File: config.mk
export PLATFORM = sky130hd
export DESIGN_NAME = tca_attach_detect
export DESIGN_NICKNAME = d
export VERILOG_FILES = /design/src/tca_pkg.sv /design/src/tca_attach_detect.sv
export SDC_FILE = /design/constraint.sdc
export NUM_CORES = 1
export LEC_CHECK = 0
export BUFFER_PORTS_ARGS = -buffer_cell sky130_fd_sc_hd__buf_2
export CAP_MARGIN = 40
export CORE_MARGIN = 2
export CORE_UTILIZATION = 45
export DETAILED_ROUTE_END_ITERATION = 7
export HOLD_SLACK_MARGIN = 0.1
export MAX_ROUTING_LAYER = met4
export PLACE_DENSITY = 0.76
export SLEW_MARGIN = 40
export SYNTH_ARGS = -nofsm -noshare
export SYNTH_HDL_FRONTEND = slang
export SYNTH_SLANG_ARGS = --single-unit
export TNS_END_PERCENT = 100
File: constraint.sdc
create_clock -name clk -period 2.7 [get_ports clk]
set_clock_uncertainty 0.05 [all_clocks]
set_input_delay 0.27 -clock clk [delete_from_list [all_inputs] [get_ports clk]]
set_output_delay 0.27 -clock clk [all_outputs]
set_load 0.02 [all_outputs]
File: src/tca_pkg.sv
// constants, register map and state codes for the type-c attach detector
// assumes one 250 MHz clock and an apb master with 32-bit data
`default_nettype none
package tca_pkg;
  localparam int CLK_NS = 4;
  localparam int DEB_NS = 10000;
  localparam int DEB_CYC = (DEB_NS + CLK_NS - 1) / CLK_NS;
  localparam int SWAP_TX_NS = 100000;
  localparam int SWAP_TX_CYC = (SWAP_TX_NS + CLK_NS - 1) / CLK_NS;
  localparam int ADDR_W = 8;
  localparam logic [7:0] OFF_CTRL = 8'h00;
  localparam logic [7:0] OFF_STATUS = 8'h04;
  localparam logic [7:0] OFF_INT = 8'h08;
  localparam logic [7:0] OFF_MASK = 8'h0C;
  localparam int C_ROLE = 0;
  localparam int C_CUR = 1;
  localparam int C_SWAP_EN = 3;
  localparam int C_SWAP_SEND = 4;
  localparam int C_DB_REL = 5;
  localparam int C_TX_EN = 6;
  localparam logic [31:0] CTRL_RST = 32'h00000000;
  localparam logic [31:0] CTRL_MASK = 32'h0000004F;
  localparam int S_STATE = 0;
  localparam int S_STATE_W = 4;
  localparam int S_PCUR = 4;
  localparam int S_SRC = 6;
  localparam int S_VBUS = 7;
  localparam int S_VCONN_A = 8;
  localparam int S_VCONN_B = 9;
  localparam int S_DB = 10;
  localparam int S_CONN_B = 11;
  localparam int INT_W = 4;
  localparam int I_ATTACH = 0;
  localparam int I_DETACH = 1;
  localparam int I_SWAP_DET = 2;
  localparam int I_SWAP_SENT = 3;
  localparam logic [3:0] MASK_RST = 4'h0;
  localparam logic [1:0] CUR_DEF = 2'h0;
  localparam logic [1:0] CUR_MED = 2'h1;
  localparam logic [1:0] CUR_HIGH = 2'h2;
  localparam logic [1:0] CUR_RSVD = 2'h3;
  localparam logic [1:0] PU_NONE = 2'h0;
  typedef enum logic [3:0] {
    ST_OPEN, ST_RD_A, ST_RD_B, ST_RA_A, ST_RA_B, ST_RA_A_RD_B, ST_RD_A_RA_B,
    ST_DEBUG, ST_AUDIO, ST_UFP_IDLE, ST_UFP_ATT
  } tca_state_e;
  typedef enum logic [1:0] {PIN_OPEN, PIN_RD, PIN_RA} tca_pin_e;
endpackage
`default_nettype wire

File: src/tca_attach_detect.sv
// attach-state logic for one usb type-c port, with apb registers
// assumes comparator, vbus and pullup-level inputs synchronous to clk
//
// The implementer's own choices: the register addresses and register access over APB.
`timescale 1ns/10ps
`default_nettype none
module tca_attach_detect #(
  parameter int DEB_CYC = tca_pkg::DEB_CYC, // debounce length in cycles
  parameter int SWAP_TX_CYC = tca_pkg::SWAP_TX_CYC // swap pulldown pulse in cycles
) (
  input wire logic clk, // 250 MHz
  input wire logic rst, // synchronous, active high
  input wire logic psel, // apb select
  input wire logic penable, // apb access phase
  input wire logic pwrite, // apb direction
  input wire logic [tca_pkg::ADDR_W-1:0] paddr, // apb byte address
  input wire logic [31:0] pwdata, // apb write data
  output logic [31:0] prdata, // apb read data
  output logic pready, // apb ready
  output logic pslverr, // unmapped address
  output logic irq, // level interrupt
  input wire logic sink_cmp_a, // pin a below sink threshold
  input wire logic cable_cmp_a, // pin a below cable threshold
  input wire logic swap_cmp_a, // pin a below swap threshold
  input wire logic sink_cmp_b, // pin b below sink threshold
  input wire logic cable_cmp_b, // pin b below cable threshold
  input wire logic swap_cmp_b, // pin b below swap threshold
  input wire logic vbus_present, // vbus above valid level
  input wire logic [1:0] pullup_lvl_a, // partner pullup level on a
  input wire logic [1:0] pullup_lvl_b, // partner pullup level on b
  input wire logic tx_req, // core wants to transmit
  input wire logic tx_data, // bmc line level to send
  output logic [1:0] adv_current, // pullup current and threshold set
  output logic pullup_en_a, // source pullup on a
  output logic pullup_en_b, // source pullup on b
  output logic vbus_en, // vbus source switch
  output logic vconn_en_a, // vconn onto pin a
  output logic vconn_en_b, // vconn onto pin b
  output logic trimmed_sink_pulldown_a, // normal pulldown on a
  output logic trimmed_sink_pulldown_b, // normal pulldown on b
  output logic dead_battery_pulldown_a, // untrimmed pulldown on a
  output logic dead_battery_pulldown_b, // untrimmed pulldown on b
  output logic swap_signal_pulldown_a, // swap pulldown on a
  output logic swap_signal_pulldown_b, // swap pulldown on b
  output logic cc_tx_out_a, // driver level on a
  output logic cc_tx_oe_a, // driver enable on a
  output logic cc_tx_out_b, // driver level on b
  output logic cc_tx_oe_b, // driver enable on b
  output logic fast_role_swap_evt // swap detected, one-cycle pulse
);
  localparam int CW = $clog2(DEB_CYC + 1);
  localparam int FW = $clog2(SWAP_TX_CYC + 1);

  logic [31:0] ctrl;
  logic [31:0] status;
  logic [tca_pkg::INT_W-1:0] int_st;
  logic [tca_pkg::INT_W-1:0] int_mask;
  logic [tca_pkg::INT_W-1:0] int_set;
  logic src;
  logic db_act;
  logic conn_b;
  logic swap_b;
  logic att;
  logic att_q;
  logic [1:0] partner_cur;
  logic [FW-1:0] swap_cnt;
  logic [3:0] raw;
  logic [3:0] deb;
  logic sk_a;
  logic ca_a;
  logic sk_b;
  logic ca_b;
  logic wr;
  logic rd;
  logic hit;
  logic ctrl_wr;
  logic rd_int;
  logic swap_hit;
  logic swap_go;
  logic ufp;
  tca_pkg::tca_state_e state;
  tca_pkg::tca_state_e next_state;
  tca_pkg::tca_pin_e pa;
  tca_pkg::tca_pin_e pb;

  // apb slave: zero wait states, read data latched in the setup cycle
  assign wr = psel & penable & pwrite;
  assign rd = psel & penable & ~pwrite;
  assign hit = (paddr == tca_pkg::OFF_CTRL) || (paddr == tca_pkg::OFF_STATUS) ||
               (paddr == tca_pkg::OFF_INT) || (paddr == tca_pkg::OFF_MASK);
  assign ctrl_wr = wr & (paddr == tca_pkg::OFF_CTRL);
  assign rd_int = rd & (paddr == tca_pkg::OFF_INT);
  assign pready = 1'b1;
  assign pslverr = psel & penable & ~hit;
  assign irq = |(int_st & int_mask);

  always_comb begin
    status = '0;
    status[tca_pkg::S_STATE +: tca_pkg::S_STATE_W] = state;
    status[tca_pkg::S_PCUR +: 2] = partner_cur;
    status[tca_pkg::S_SRC] = src;
    status[tca_pkg::S_VBUS] = vbus_en;
    status[tca_pkg::S_VCONN_A] = vconn_en_a;
    status[tca_pkg::S_VCONN_B] = vconn_en_b;
    status[tca_pkg::S_DB] = db_act;
    status[tca_pkg::S_CONN_B] = conn_b;
  end

  always_ff @(posedge clk) begin
    if (rst) begin
      prdata <= '0;
    end else if (psel & ~penable & ~pwrite) begin
      case (paddr)
        tca_pkg::OFF_CTRL: prdata <= ctrl;
        tca_pkg::OFF_STATUS: prdata <= status;
        tca_pkg::OFF_INT: prdata <= {{(32 - tca_pkg::INT_W){1'b0}}, int_st};
        tca_pkg::OFF_MASK: prdata <= {{(32 - tca_pkg::INT_W){1'b0}}, int_mask};
        default: prdata <= '0;
      endcase
    end
  end

  // action bits (swap send, pulldown release) are not stored
  always_ff @(posedge clk) begin
    if (rst) begin
      ctrl <= tca_pkg::CTRL_RST;
    end else if (ctrl_wr) begin
      ctrl <= pwdata & tca_pkg::CTRL_MASK;
    end
  end

  always_ff @(posedge clk) begin
    if (rst) begin
      int_mask <= tca_pkg::MASK_RST;
    end else if (wr && paddr == tca_pkg::OFF_MASK) begin
      int_mask <= pwdata[tca_pkg::INT_W-1:0];
    end
  end

  // read clears, a new event in the same cycle stays set
  always_ff @(posedge clk) begin
    if (rst) begin
      int_st <= '0;
    end else begin
      int_st <= (int_st & ~{tca_pkg::INT_W{rd_int}}) | int_set;
    end
  end

  always_comb begin
    int_set = '0;
    int_set[tca_pkg::I_ATTACH] = att & ~att_q;
    int_set[tca_pkg::I_DETACH] = ~att & att_q;
    int_set[tca_pkg::I_SWAP_DET] = swap_hit;
    int_set[tca_pkg::I_SWAP_SENT] = swap_go;
  end

  // reserved current code behaves as high
  assign adv_current = (ctrl[tca_pkg::C_CUR +: 2] == tca_pkg::CUR_RSVD) ?
                       tca_pkg::CUR_HIGH : ctrl[tca_pkg::C_CUR +: 2];

  // comparator debounce, one filter per sink and cable comparator; the swap comparators are not filtered
  assign raw = {cable_cmp_b, sink_cmp_b, cable_cmp_a, sink_cmp_a};
  for (genvar i = 0; i < 4; i++) begin : g_deb
    logic [CW-1:0] cnt;
    logic d;
    always_ff @(posedge clk) begin
      if (rst) begin
        cnt <= '0;
        d <= 1'b0;
      end else if (raw[i] == d) begin
        cnt <= '0;
      end else if (cnt == CW'(DEB_CYC - 1)) begin
        cnt <= '0;
        d <= raw[i];
      end else begin
        cnt <= cnt + 1'b1;
      end
    end
    assign deb[i] = d;
  end
  assign sk_a = deb[0];
  assign ca_a = deb[1];
  assign sk_b = deb[2];
  assign ca_b = deb[3];

  function automatic tca_pkg::tca_pin_e pin_cls(input logic snk, input logic cab);
    if (cab) begin
      return tca_pkg::PIN_RA;
    end
    if (snk) begin
      return tca_pkg::PIN_RD;
    end
    return tca_pkg::PIN_OPEN;
  endfunction

  assign pa = pin_cls(sk_a, ca_a);
  assign pb = pin_cls(sk_b, ca_b);

  function automatic tca_pkg::tca_state_e entry(input tca_pkg::tca_pin_e a,
                                                input tca_pkg::tca_pin_e b);
    tca_pkg::tca_state_e s;
    s = tca_pkg::ST_OPEN;
    if (a == tca_pkg::PIN_RD && b == tca_pkg::PIN_OPEN) s = tca_pkg::ST_RD_A;
    if (a == tca_pkg::PIN_OPEN && b == tca_pkg::PIN_RD) s = tca_pkg::ST_RD_B;
    if (a == tca_pkg::PIN_RA && b == tca_pkg::PIN_OPEN) s = tca_pkg::ST_RA_A;
    if (a == tca_pkg::PIN_OPEN && b == tca_pkg::PIN_RA) s = tca_pkg::ST_RA_B;
    if (a == tca_pkg::PIN_RA && b == tca_pkg::PIN_RD) s = tca_pkg::ST_RA_A_RD_B;
    if (a == tca_pkg::PIN_RD && b == tca_pkg::PIN_RA) s = tca_pkg::ST_RD_A_RA_B;
    if (a == tca_pkg::PIN_RD && b == tca_pkg::PIN_RD) s = tca_pkg::ST_DEBUG;
    if (a == tca_pkg::PIN_RA && b == tca_pkg::PIN_RA) s = tca_pkg::ST_AUDIO;
    return s;
  endfunction

  assign ufp = (state == tca_pkg::ST_UFP_IDLE) || (state == tca_pkg::ST_UFP_ATT);

  always_comb begin
    next_state = state;
    if (src && ufp) begin
      next_state = tca_pkg::ST_OPEN;
    end else if (!src && !ufp) begin
      next_state = tca_pkg::ST_UFP_IDLE;
    end else begin
      unique case (state)
        tca_pkg::ST_OPEN: next_state = entry(pa, pb);
        tca_pkg::ST_RD_A: if (!sk_a) next_state = tca_pkg::ST_OPEN;
        tca_pkg::ST_RD_B: if (!sk_b) next_state = tca_pkg::ST_OPEN;
        tca_pkg::ST_RA_A: begin
          if (pa != tca_pkg::PIN_RA) begin
            next_state = tca_pkg::ST_OPEN;
          end else if (pb == tca_pkg::PIN_RD) begin
            next_state = tca_pkg::ST_RA_A_RD_B;
          end
        end
        tca_pkg::ST_RA_B: begin
          if (pb != tca_pkg::PIN_RA) begin
            next_state = tca_pkg::ST_OPEN;
          end else if (pa == tca_pkg::PIN_RD) begin
            next_state = tca_pkg::ST_RD_A_RA_B;
          end
        end
        tca_pkg::ST_RA_A_RD_B: if (!sk_b) next_state = tca_pkg::ST_OPEN;
        tca_pkg::ST_RD_A_RA_B: if (!sk_a) next_state = tca_pkg::ST_OPEN;
        tca_pkg::ST_DEBUG: if (!sk_a || !sk_b) next_state = tca_pkg::ST_OPEN;
        tca_pkg::ST_AUDIO: begin
          if (pa != tca_pkg::PIN_RA || pb != tca_pkg::PIN_RA) begin
            next_state = tca_pkg::ST_OPEN;
          end
        end
        tca_pkg::ST_UFP_IDLE: if (vbus_present) next_state = tca_pkg::ST_UFP_ATT;
        tca_pkg::ST_UFP_ATT: if (!vbus_present) next_state = tca_pkg::ST_UFP_IDLE;
        default: next_state = tca_pkg::ST_UFP_IDLE;
      endcase
    end
  end

  always_ff @(posedge clk) begin
    if (rst) begin
      state <= tca_pkg::ST_UFP_IDLE;
    end else begin
      state <= next_state;
    end
  end

  // power switches follow the state being entered
  always_ff @(posedge clk) begin
    if (rst) begin
      vbus_en <= 1'b0;
      vconn_en_a <= 1'b0;
      vconn_en_b <= 1'b0;
    end else begin
      vbus_en <= next_state inside {tca_pkg::ST_RD_A, tca_pkg::ST_RD_B,
                 tca_pkg::ST_RA_A_RD_B, tca_pkg::ST_RD_A_RA_B};
      vconn_en_a <= next_state == tca_pkg::ST_RA_A_RD_B;
      vconn_en_b <= next_state == tca_pkg::ST_RD_A_RA_B;
    end
  end

  // connected pin and partner current
  always_ff @(posedge clk) begin
    if (rst) begin
      conn_b <= 1'b0;
      partner_cur <= tca_pkg::PU_NONE;
    end else begin
      unique case (next_state)
        tca_pkg::ST_RD_B, tca_pkg::ST_RA_A_RD_B: conn_b <= 1'b1;
        tca_pkg::ST_RD_A, tca_pkg::ST_RD_A_RA_B: conn_b <= 1'b0;
        tca_pkg::ST_UFP_ATT: conn_b <= pullup_lvl_a == tca_pkg::PU_NONE;
        default: conn_b <= conn_b;
      endcase
      if (next_state == tca_pkg::ST_UFP_ATT) begin
        partner_cur <= (pullup_lvl_a != tca_pkg::PU_NONE) ?
                       pullup_lvl_a : pullup_lvl_b;
      end else begin
        partner_cur <= tca_pkg::PU_NONE;
      end
    end
  end

  assign att = !(state inside {tca_pkg::ST_OPEN, tca_pkg::ST_RA_A, tca_pkg::ST_RA_B,
                 tca_pkg::ST_UFP_IDLE});
  always_ff @(posedge clk) begin
    if (rst) begin
      att_q <= 1'b0;
    end else begin
      att_q <= att;
    end
  end

  // fast role swap in both directions
  assign swap_hit = ~src & ctrl[tca_pkg::C_SWAP_EN] & (state == tca_pkg::ST_UFP_ATT) &
                    (conn_b ? swap_cmp_b : swap_cmp_a);
  assign swap_go = ctrl_wr & pwdata[tca_pkg::C_SWAP_SEND] & ctrl[tca_pkg::C_SWAP_EN] &
                   src & vbus_en;

  always_ff @(posedge clk) begin
    if (rst) begin
      src <= 1'b0;
    end else if (swap_hit) begin
      src <= 1'b1;
    end else if (swap_go) begin
      src <= 1'b0;
    end else if (ctrl_wr) begin
      src <= pwdata[tca_pkg::C_ROLE];
    end
  end

  always_ff @(posedge clk) begin
    if (rst) begin
      fast_role_swap_evt <= 1'b0;
      swap_cnt <= '0;
      swap_b <= 1'b0;
    end else begin
      fast_role_swap_evt <= swap_hit;
      if (swap_go) begin
        swap_cnt <= FW'(SWAP_TX_CYC);
        swap_b <= conn_b;
      end else if (swap_cnt != '0) begin
        swap_cnt <= swap_cnt - 1'b1;
      end
    end
  end
  assign swap_signal_pulldown_a = (swap_cnt != '0) & ~swap_b;
  assign swap_signal_pulldown_b = (swap_cnt != '0) & swap_b;

  // dead-battery pulldown stays in the sink role until software releases it
  always_ff @(posedge clk) begin
    if (rst) begin
      db_act <= 1'b1;
    end else if (ctrl_wr && pwdata[tca_pkg::C_DB_REL]) begin
      db_act <= 1'b0;
    end
  end
  assign dead_battery_pulldown_a = ~src & db_act;
  assign dead_battery_pulldown_b = ~src & db_act;
  assign trimmed_sink_pulldown_a = ~src & ~db_act;
  assign trimmed_sink_pulldown_b = ~src & ~db_act;
  assign pullup_en_a = src & ~vconn_en_a;
  assign pullup_en_b = src & ~vconn_en_b;

  // driver enabled only on the connected pin while attached and not swapping
  always_ff @(posedge clk) begin
    if (rst) begin
      cc_tx_oe_a <= 1'b0;
      cc_tx_oe_b <= 1'b0;
      cc_tx_out_a <= 1'b0;
      cc_tx_out_b <= 1'b0;
    end else begin
      // the send strobe also blocks, else the driver and swap pulldown overlap a cycle
      cc_tx_oe_a <= ctrl[tca_pkg::C_TX_EN] & tx_req & att & ~conn_b &
                    (swap_cnt == '0) & ~swap_go;
      cc_tx_oe_b <= ctrl[tca_pkg::C_TX_EN] & tx_req & att & conn_b &
                    (swap_cnt == '0) & ~swap_go;
      cc_tx_out_a <= tx_data;
      cc_tx_out_b <= tx_data;
    end
  end
endmodule // tca_attach_detect
`default_nettype wire

==> impl_metrics.yaml, run 1 <==
global_route:
  grt_pass1_vias: 3902
  antenna_found_initial: 1
  gr-usage-all-layers_pct: 18.9
  overflow: 0
  grt_pass1_wl_mm: 17.7
  grt_max_degree: 44
detailed_routing:
  dr.pass1.iters: 4
  drc: 0
  wl_mm: 10.6
  antenna_left: 0
  viasPerCell: 5.27
  wire_per_inst_um: 13.5
  vias: 4127
  drt_iter0_drc: 227
floorplan:
  ioPinCount: 111
  die_h_um: 110
  die-area_um2: 12100
  core_um2: 10900
  die_w_um: 110
  initial_core_util_pct: 46.3
  rows: 38
timing:
  period_needed_ps: 2770
  period_share_pct: 103
  rsz0062_at_grt: "true"
  worst_slew_pin_slew_ps: 518
  hold_violations: 0
  timing.hold.ws_ps: 111
  relSlewSlack_pct: 65.2
  timing.fmax_mhz: 361
  worst_slack_ps: -68.8
  drv_slew: 0
  setup_viol: 2
clock_network:
  cts_tree: "done"
  numCtsBuffers: 9
  clock_latency_ps: 360
  path_clk_slew_ps: 100
  cts_root_buffer: "clkbuf_8"
  h-tree-depth: 3
  cts.sinks: 110
  clock_path_buffers: 2
pwr:
  powerDensity_nw_per_um2: 629
  ir_drop_mv: 0.463
  p_leak_uw: 0.00233
yosys:
  ys_seq_elements: 110
  synth_top_area_cell: "dfxtp_1"
  yosysSeqAreaShare_pct: 43.7
  yosysMostFrequentCell: "nor2_1"
  synth_edf_count: 0
  synth_top_area_share_pct: 43.7
  synth_area_per_cell_um2: 8.76
  synth_area_leaders: "dfxtp_1 44%, nor2_1 8.3%, xor2_1 6.4%, buf_4 3.6%, xnor2_1 3.5%"
  ys.flop_type: "dfxtp_1"
  synth.distinct_cells: 47
  yosysWarnings: 0
  synthArstFlopShare_pct: 0
  synth_common_cells: "111 x nor2_1, 110 x dfxtp_1, 37 x xor2_1"
  synthCells: 575
  syn_area_um2: 5040
setup_path:
  crit_top_cell: "or4_4"
  crit_buf_inv: 1
  crit_family: "simple AND/OR/NAND/NOR gates"
  slowest_delay_ps: 530
  crit_path_top_delay_cell: "or4_4"
  required_ps: 2380
  end_kind: "output port"
  critPathKind: "register to output port"
  worstPathArrival_ps: 2450
  reg2reg_slack_ps: 0
  crit_chain: "or4_4 > or4_4 > or4_4 > and2_4 > buf_6"
  crit_fanout: 2
  setup.worst_path.start_class: "register"
placed_design:
  dp_hpwl_mm: 7.68
  place_congestion: 0.897
  port_buffers: 64
cells_and_area:
  n_fill_cell: 991
  syn2layout_area_growth_pct: 13.0
  utilization_pct: 52.3
  nets: 700
  drive_gt1_share_pct: 17.8
status:
  status: "finished, violations left"
  violations: "setup timing"
run:
  cap_violations: 0
hold_path:
  hp-class: "primary input to register"
## routing by layer
metal	up-vias	GRT usage, %	routed length (um)
li1	2055	-	-
met1	1957	23.4	4810
met2	100	31.1	5120
met3	15	4.09	531
met4	0	5.06	135
met5	-	-	0
## area by class of cell
type                            instances  area, um^2  area share, %
Antenna cell                            1        2.50         0.0440
Clock buffer                           13         169           2.97
Clock inverter                          3        26.3          0.462
Inverter                               14        52.6          0.923
Multi-Input combinational cell        420        2590           45.5
Sequential cell                       110        2200           38.7
Tap cell                              140         175           3.08
Timing Repair Buffer                   82         473           8.31
## per-stage QoR
stage                     power [uW]  std cells  setup slack, ps  instance area (um^2)  TNS (ps)
final                           3580        783            -68.8                  5690      -121
after global routing            3780        783             -159                  5690      -446
after CTS                       3550        780             -159                  5670      -431
after detailed placement        2540        756              105                  5390         0
after global placement          2500        756              132                  5390         0
after floorplan                 2370        594              152                  5110         0
## power breakdown
group / internal [uW] / switching (uW) / leakage (uW)
sequential: 1710 / 85.1 / 0.000892
clock: 420 / 537 / 0.000100
combinational: 387 / 441 / 0.00134
## cell families after synthesis
group / count (synthesis) / share of synthesized area [%]
adders and majority gates: 5 / 1.24
buffers and inverters: 64 / 6.56
DFF: 110 / 43.7
other: 2 / 0.149
muxes: 21 / 5.21
and+or+nand+nor: 257 / 25.0
xor gates and xnor gates: 57 / 9.91
AOI/OAI and AO/OA: 59 / 8.24
## timing repair
action	CTS	global route
hold endpoints to repair	3	0
resized for setup	6	2
setup buffers	5	2
endpoints found under the setup margin	1	11
pin swaps	7	4
cloned	0	0
hold buffers	3	0
## placed cells by master, fill, tap and decap left out, types with 14 or more instances in the layout
cell type and instances:
mux2i_1 15, xnor2_1 20, a22oi_1 15, nor2_1 110, and3_1 15, nand2_1 35, dfxtp_1 108, nand3_1 29
buf_4 14, buf_2 63, conb_1 21, xor2_1 37, a21oi_1 15
## worst register-to-register path, delay by kind of cell (launching register included)
family,cells,cell delay (ps)
buffers and inverters,1,160
flip-flops,1,340
AND/OR/NAND/NOR,5,2090
## state kept, by name (all words and copies together) (netlist names), 2 cells and up
signal       flops
g_deb.d          2
int_mask         4
swap_cnt        15
g_deb.cnt       48
state            4
int_st           4
partner_cur      2
ctrl             5
prdata          12
## worst paths after layout
| check | startpoint | to | depth (start not counted) |
|---|---|---|---|
| min reg2reg | g_deb[3].cnt[0] | g_deb[3].cnt[0] | 1 |
| min | pwdata[1] | int_mask[1] | 3 |
| max | swap_cnt[8] | swap_signal_pulldown_b | 5 |
| max reg2reg | swap_cnt[8] | cc_tx_oe_b | 6 |
No activity file was read; power rests on OpenSTA's default activity.
==> run 2, diff against run 1 <==
--- a/config.mk
+++ b/config.mk
@@ -5,14 +5,14 @@
 export SDC_FILE = /design/constraint.sdc
 export NUM_CORES = 1
 export LEC_CHECK = 0
-export BUFFER_PORTS_ARGS = -buffer_cell sky130_fd_sc_hd__buf_2
-export CAP_MARGIN = 40
+export CAP_MARGIN = 30
 export CORE_MARGIN = 2
 export CORE_UTILIZATION = 45
 export DETAILED_ROUTE_END_ITERATION = 7
+export DONT_BUFFER_PORTS = 1
 export HOLD_SLACK_MARGIN = 0.1
 export MAX_ROUTING_LAYER = met4
-export PLACE_DENSITY = 0.76
+export PLACE_DENSITY = 0.68
 export SLEW_MARGIN = 40
 export SYNTH_ARGS = -nofsm -noshare
 export SYNTH_HDL_FRONTEND = slang
==> run 2 against run 1 <==
Against the previous run:
- the run still ends with setup timing left
- critical endpoint unchanged
- clock power is 3.2% lower
- power is 2.3% lower
- flip-flop and latch count stayed put
- via count is 5.5% lower
- worst hold slack better by 33 ps
- routed wire length is 3.0% lower
- sequential share of layout area is 1.3 points higher
==> impl_metrics.yaml, run 2 (synthesis results as in run 1) <==
setup_path:
  crit_fanout: 3
  worstPathArrival_ps: 2430
  setup.worst_path.start_class: "register"
  critPathKind: "register to output port"
  required_ps: 2380
  end_kind: "output port"
pwr:
  p_leak_uw: 0.00211
  pwr-share-seq_pct: 51.3
  switching_power_uw: 1040
  powerDensity_nw_per_um2: 635
  ir_drop_mv: 0.332
  switching_share_pct: 29.8
  combPwrFrac_pct: 22.2
  clockPowerShare_pct: 26.5
  p_int_uw: 2450
clock_network:
  path_clk_slew_ps: 100
  clock_latency_ps: 370
  cts.sinks: 110
  clock_path_buffers: 2
  numCtsBuffers: 9
  cts_tree: "done"
  h-tree-depth: 3
  cts_root_buffer: "clkbuf_8"
floorplan:
  initial_core_util_pct: 46.3
  ioPinCount: 111
  die_h_um: 110
  die_w_um: 110
  die-area_um2: 12100
  core_um2: 10900
  rows: 38
timing:
  rsz0062_at_grt: "true"
  relSlewSlack_pct: 49.4
  period_share_pct: 102
  setup_tns_ps: -47.8
  worst_slew_pin_slew_ps: 757
  worst_slack_ps: -47.8
  period_needed_ps: 2750
  timing.fmax_mhz: 364
  setup_viol: 1
  hold_violations: 0
  drv_slew: 0
cells_and_area:
  nets: 651
  largest_reg_flops: 48
  final_common_cell: "nor2_1"
  syn2layout_area_growth_pct: 9.31
  layout_common_cells: "111 x nor2_1, 107 x dfxtp_1, 37 x xor2_1, 35 x nand2_1, 29 x nand3_1"
  diodes: 0
  top_register: "g_deb.cnt"
  fin_cells: 733
  drive_gt1_share_pct: 8.60
  reg_top3: "g_deb.cnt (48), swap_cnt (15), prdata (12)"
placed_design:
  dp_hpwl_mm: 7.12
  port_buffers: 0
  dp_cells: 693
  place_congestion: 0.864
run:
  cap_violations: 0
global_route:
  grt_pass1_vias: 3575
  grt_pass1_wl_mm: 16.7
  grt_max_degree: 44
  gr-usage-all-layers_pct: 18.1
  antenna_found_initial: 0
  overflow: 0
detailed_routing:
  wire_per_inst_um: 14.0
  antenna_left: 0
  drc: 0
  viasPerCell: 5.32
  dr.pass1.iters: 4
  wl_mm: 10.3
  drt_iter0_drc: 216
  vias: 3898
hold_path:
  hp-class: "primary input to register"
status:
  status: "finished, violations left"
  violations: "setup timing"
[run 2: cell count changes in the layout (fill, tap and decap cells not counted), moves of 2 or more]
cell	delta
dlygate4sd3_1	+15
clkinv_2	+2
buf_6	-2
clkbuf_8	-2
buf_2	-63
[run 2: final cells by class]
type	count	area [um^2]
clock buffer	10	138
clock inverter	6	45.0
fill	998	5380
inverter	14	52.6
multi-input combinational	420	2590
sequential	110	2210
tap	140	175
timing repair buffer	33	305
[run 2: repair_timing]
item / in CTS / in global routing
endpoints found under the setup margin: 2 / 6
hold endpoints to repair: 47 / 0
setup buffers: 4 / 2
hold buffers: 19 / 0
pin swaps: 2 / 4
resized for setup: 5 / 2
[run 2: worst paths after layout]
path / from / cells past startpoint / end / slack, ps
max: swap_cnt[8] / 4 / swap_signal_pulldown_b / -50
min: rst / 2 / swap_cnt[8] / 140
max reg2reg: swap_cnt[8] / 5 / cc_tx_oe_b / 70
min reg2reg: g_deb[2].cnt[0] / 1 / g_deb[2].cnt[0] / 420
[run 2: critical path: stages, from the launching register on]
cell,delay (ps)
dfxtp_2,350
or4_4,550
or4_4,450
or4_4,530
and2_4,190
[run 2: stage by stage]
step | utilization, % | power (uW) | hold WS (ps) | area [um^2] | worst slack (ps)
final | 50.6 | 3500 | 144 | 5510 | -47.8
after global routing | 50.6 | 3700 | 145 | 5510 | -123
after CTS | 50.5 | 3510 | 123 | 5500 | -140
after detailed placement | 46.6 | 2490 | 300 | 5070 | 102
after global placement | 46.6 | 2460 | 299 | 5070 | 139
after floorplan | - | 2370 | 337 | 5110 | 152
[run 2: power groups by stage]
| stage | clock network, uW | logic [uW] | registers, uW |
|---|---|---|---|
| final | 926 | 776 | 1790 |
| after detailed placement | 0 | 663 | 1830 |
| after CTS | 954 | 763 | 1790 |
| after floorplan | 0 | 563 | 1800 |
| after global routing | 1020 | 867 | 1810 |
| after global placement | 0 | 639 | 1820 |
[run 2: layer usage]
layer  global-route usage [%]  vias up  share of wire [%]  wire (um)
met1                     23.2     1844                 45       4660
li1                         -     1961                  -          -
met2                     28.4       81                 49       5030
met5                        -        -                  0          0
met4                     5.97        0                1.3        138
met3                     3.68       12                4.4        452
==> run 3, diff against run 2 <==
--- a/config.mk
+++ b/config.mk
@@ -7,12 +7,12 @@
 export LEC_CHECK = 0
 export CAP_MARGIN = 30
 export CORE_MARGIN = 2
-export CORE_UTILIZATION = 45
+export CORE_UTILIZATION = 30
 export DETAILED_ROUTE_END_ITERATION = 7
 export DONT_BUFFER_PORTS = 1
 export HOLD_SLACK_MARGIN = 0.1
 export MAX_ROUTING_LAYER = met4
-export PLACE_DENSITY = 0.68
+export PLACE_DENSITY = 0.52
 export SLEW_MARGIN = 40
 export SYNTH_ARGS = -nofsm -noshare
 export SYNTH_HDL_FRONTEND = slang
==> run 3 against run 2 <==
Against the previous run:
- the run still ends with setup timing left
- cell area up 3.0%
- combinational power down 5.3%
- utilization down 16 points
- flip-flop and latch count unchanged
- setup slack worse by 78 ps
- register-to-register slack worse by 20 ps
- cell count up 10%
- sequential share of layout area down 1.2 points
- routed wire length up 5.7%
- via count down 0.82%
- worst hold slack worse by 30 ps
==> impl_metrics.yaml, run 3 (synthesis results as in run 1) <==
cells_and_area:
  utilization_pct: 34.3
  layout_common_cells: "111 x nor2_1, 109 x dfxtp_1, 37 x xor2_1, 35 x nand2_1, 29 x nand3_1"
  largest_reg_flops: 48
  final_design_area_no_fill_um2: 5670
  diodes: 0
  drive_gt1_share_pct: 7.31
  syn2layout_area_growth_pct: 12.6
  final_common_cell: "nor2_1"
  reg_top3: "g_deb.cnt (48), swap_cnt (15), prdata (12)"
  top_register: "g_deb.cnt"
  nets: 646
pwr:
  switching_share_pct: 29.2
  clockPowerShare_pct: 33.8
  switching_power_uw: 1110
  combPwrFrac_pct: 19.3
  pwr-share-seq_pct: 47.0
  p_int_uw: 2700
  ir_drop_mv: 0.295
  powerDensity_nw_per_um2: 673
  p_leak_uw: 0.00212
hold_path:
  hold_start: "paddr[3]"
  hold_end: "db_act"
  hp-class: "primary input to register"
  min_delay_path_depth: 4
global_route:
  overflow: 0
  grt_pass1_wl_mm: 17.9
  grt_pass1_vias: 3690
  gr-usage-met3_pct: 3.54
  use_met2_pct: 20.3
  antenna_found_initial: 0
  use_met1_pct: 15.8
  gr-usage-all-layers_pct: 12.9
  grt_max_degree: 43
  busiest_layer: "met2"
placed_design:
  dpl_worst_slack_ps: 121
  postPlaceCellArea_um2: 5160
  dp_hpwl_mm: 7.43
  place_congestion: 0.820
  port_buffers: 0
status:
  violations: "setup timing"
  status: "finished, violations left"
detailed_routing:
  viasPerCell: 4.78
  drt_iter0_drc: 209
  vias: 3866
  wl_mm: 10.9
  drc: 0
  antenna_left: 0
  wire_per_inst_um: 13.5
  dr.pass1.iters: 4
timing:
  worst_slack_ps: -125
  worst_slew_pin_slew_ps: 764
  setup_viol: 1
  period_share_pct: 105
  timing.fmax_mhz: 354
  drv_slew: 0
  period_needed_ps: 2830
  rsz0062_at_grt: "true"
  relSlewSlack_pct: 49.0
  timing.hold.ws_ps: 114
  hold_violations: 0
setup_path:
  crit_fanout: 4
  required_ps: 2380
  reg2reg_slack_ps: 50
  r2r-start: "swap_cnt[7]"
  worstPathArrival_ps: 2510
  cp-startpoint: "swap_cnt[7]"
  r2r_cells: 8
  end_kind: "output port"
  critPathKind: "register to output port"
  r2r-end: "swap_cnt[7]"
  setup.worst_path.start_class: "register"
floorplan:
  core_um2: 16500
  die_h_um: 134
  rows: 47
  die_w_um: 134
  die-area_um2: 17800
  ioPinCount: 111
  initial_core_util_pct: 30.5
clock_network:
  numCtsBuffers: 9
  cts_tree: "done"
  cts_root_buffer: "clkbuf_16"
  h-tree-depth: 3
  clock_path_buffers: 2
  cts.sinks: 110
  clock_latency_ps: 350
  path_clk_slew_ps: 80
run:
  cap_violations: 0
==> run 3: through the flow <==
stage / std cells / total power [uW] / TNS, ps
2_1_floorplan: 594 / 2370 / 0
3_3_place_gp: 771 / 2460 / 0
3_5_place_dp: 771 / 2480 / 0
4_1_cts: 807 / 3840 / -150
5_1_grt: 808 / 4030 / -260
6_report: 808 / 3820 / -125
==> run 3: layer usage <==
metal	part of all wire, %	vias up
li1	-	1953
met3	4.4	13
met2	47	73
met1	47	1827
met5	0	-
met4	1.5	0
==> run 3: cell type report <==
cell class	count	area (um^2)
Tap cell	220	275
Fill cell	1663	10900
Sequential cell	110	2200
Clock inverter	7	65.1
Multi-Input combinational cell	420	2580
Inverter	14	52.6
Timing Repair Buffer	28	272
Clock buffer	9	225
==> run 3: worst max-delay path, cell delays in order, from the launching register on <==
cell and delay, ps:
dfxtp_2 340, or4_4 550, or4_4 450, or4_4 500
buf_6 140, and2_4 170
==> run 3: how the worst max path moves through the flow <==
stage	cells past startpoint	to	slack, ps
finish	5	swap_signal_pulldown_b	-130
global route	5	swap_signal_pulldown_b	-190
CTS	5	swap_signal_pulldown_b	-150
detailed placement	5	cc_tx_oe_b	120
global placement	5	cc_tx_oe_b	140
floorplan	5	swap_signal_pulldown_b	150
==> run 3: what timing repair did <==
item	CTS	global route
endpoints found under the setup margin	1	6
gates resized for setup	4	0
endpoints found under the hold margin	47	0
setup buffers	1	1
pin swaps	0	6
hold buffers	19	0
==> run 3: power by group through the flow <==
stage / combinational [uW] / sequential, uW / clock (uW)
after floorplan: 563 / 1800 / 0
final: 735 / 1790 / 1290
after global placement: 634 / 1820 / 0
after CTS: 713 / 1790 / 1340
after global routing: 811 / 1800 / 1410
after detailed placement: 649 / 1830 / 0
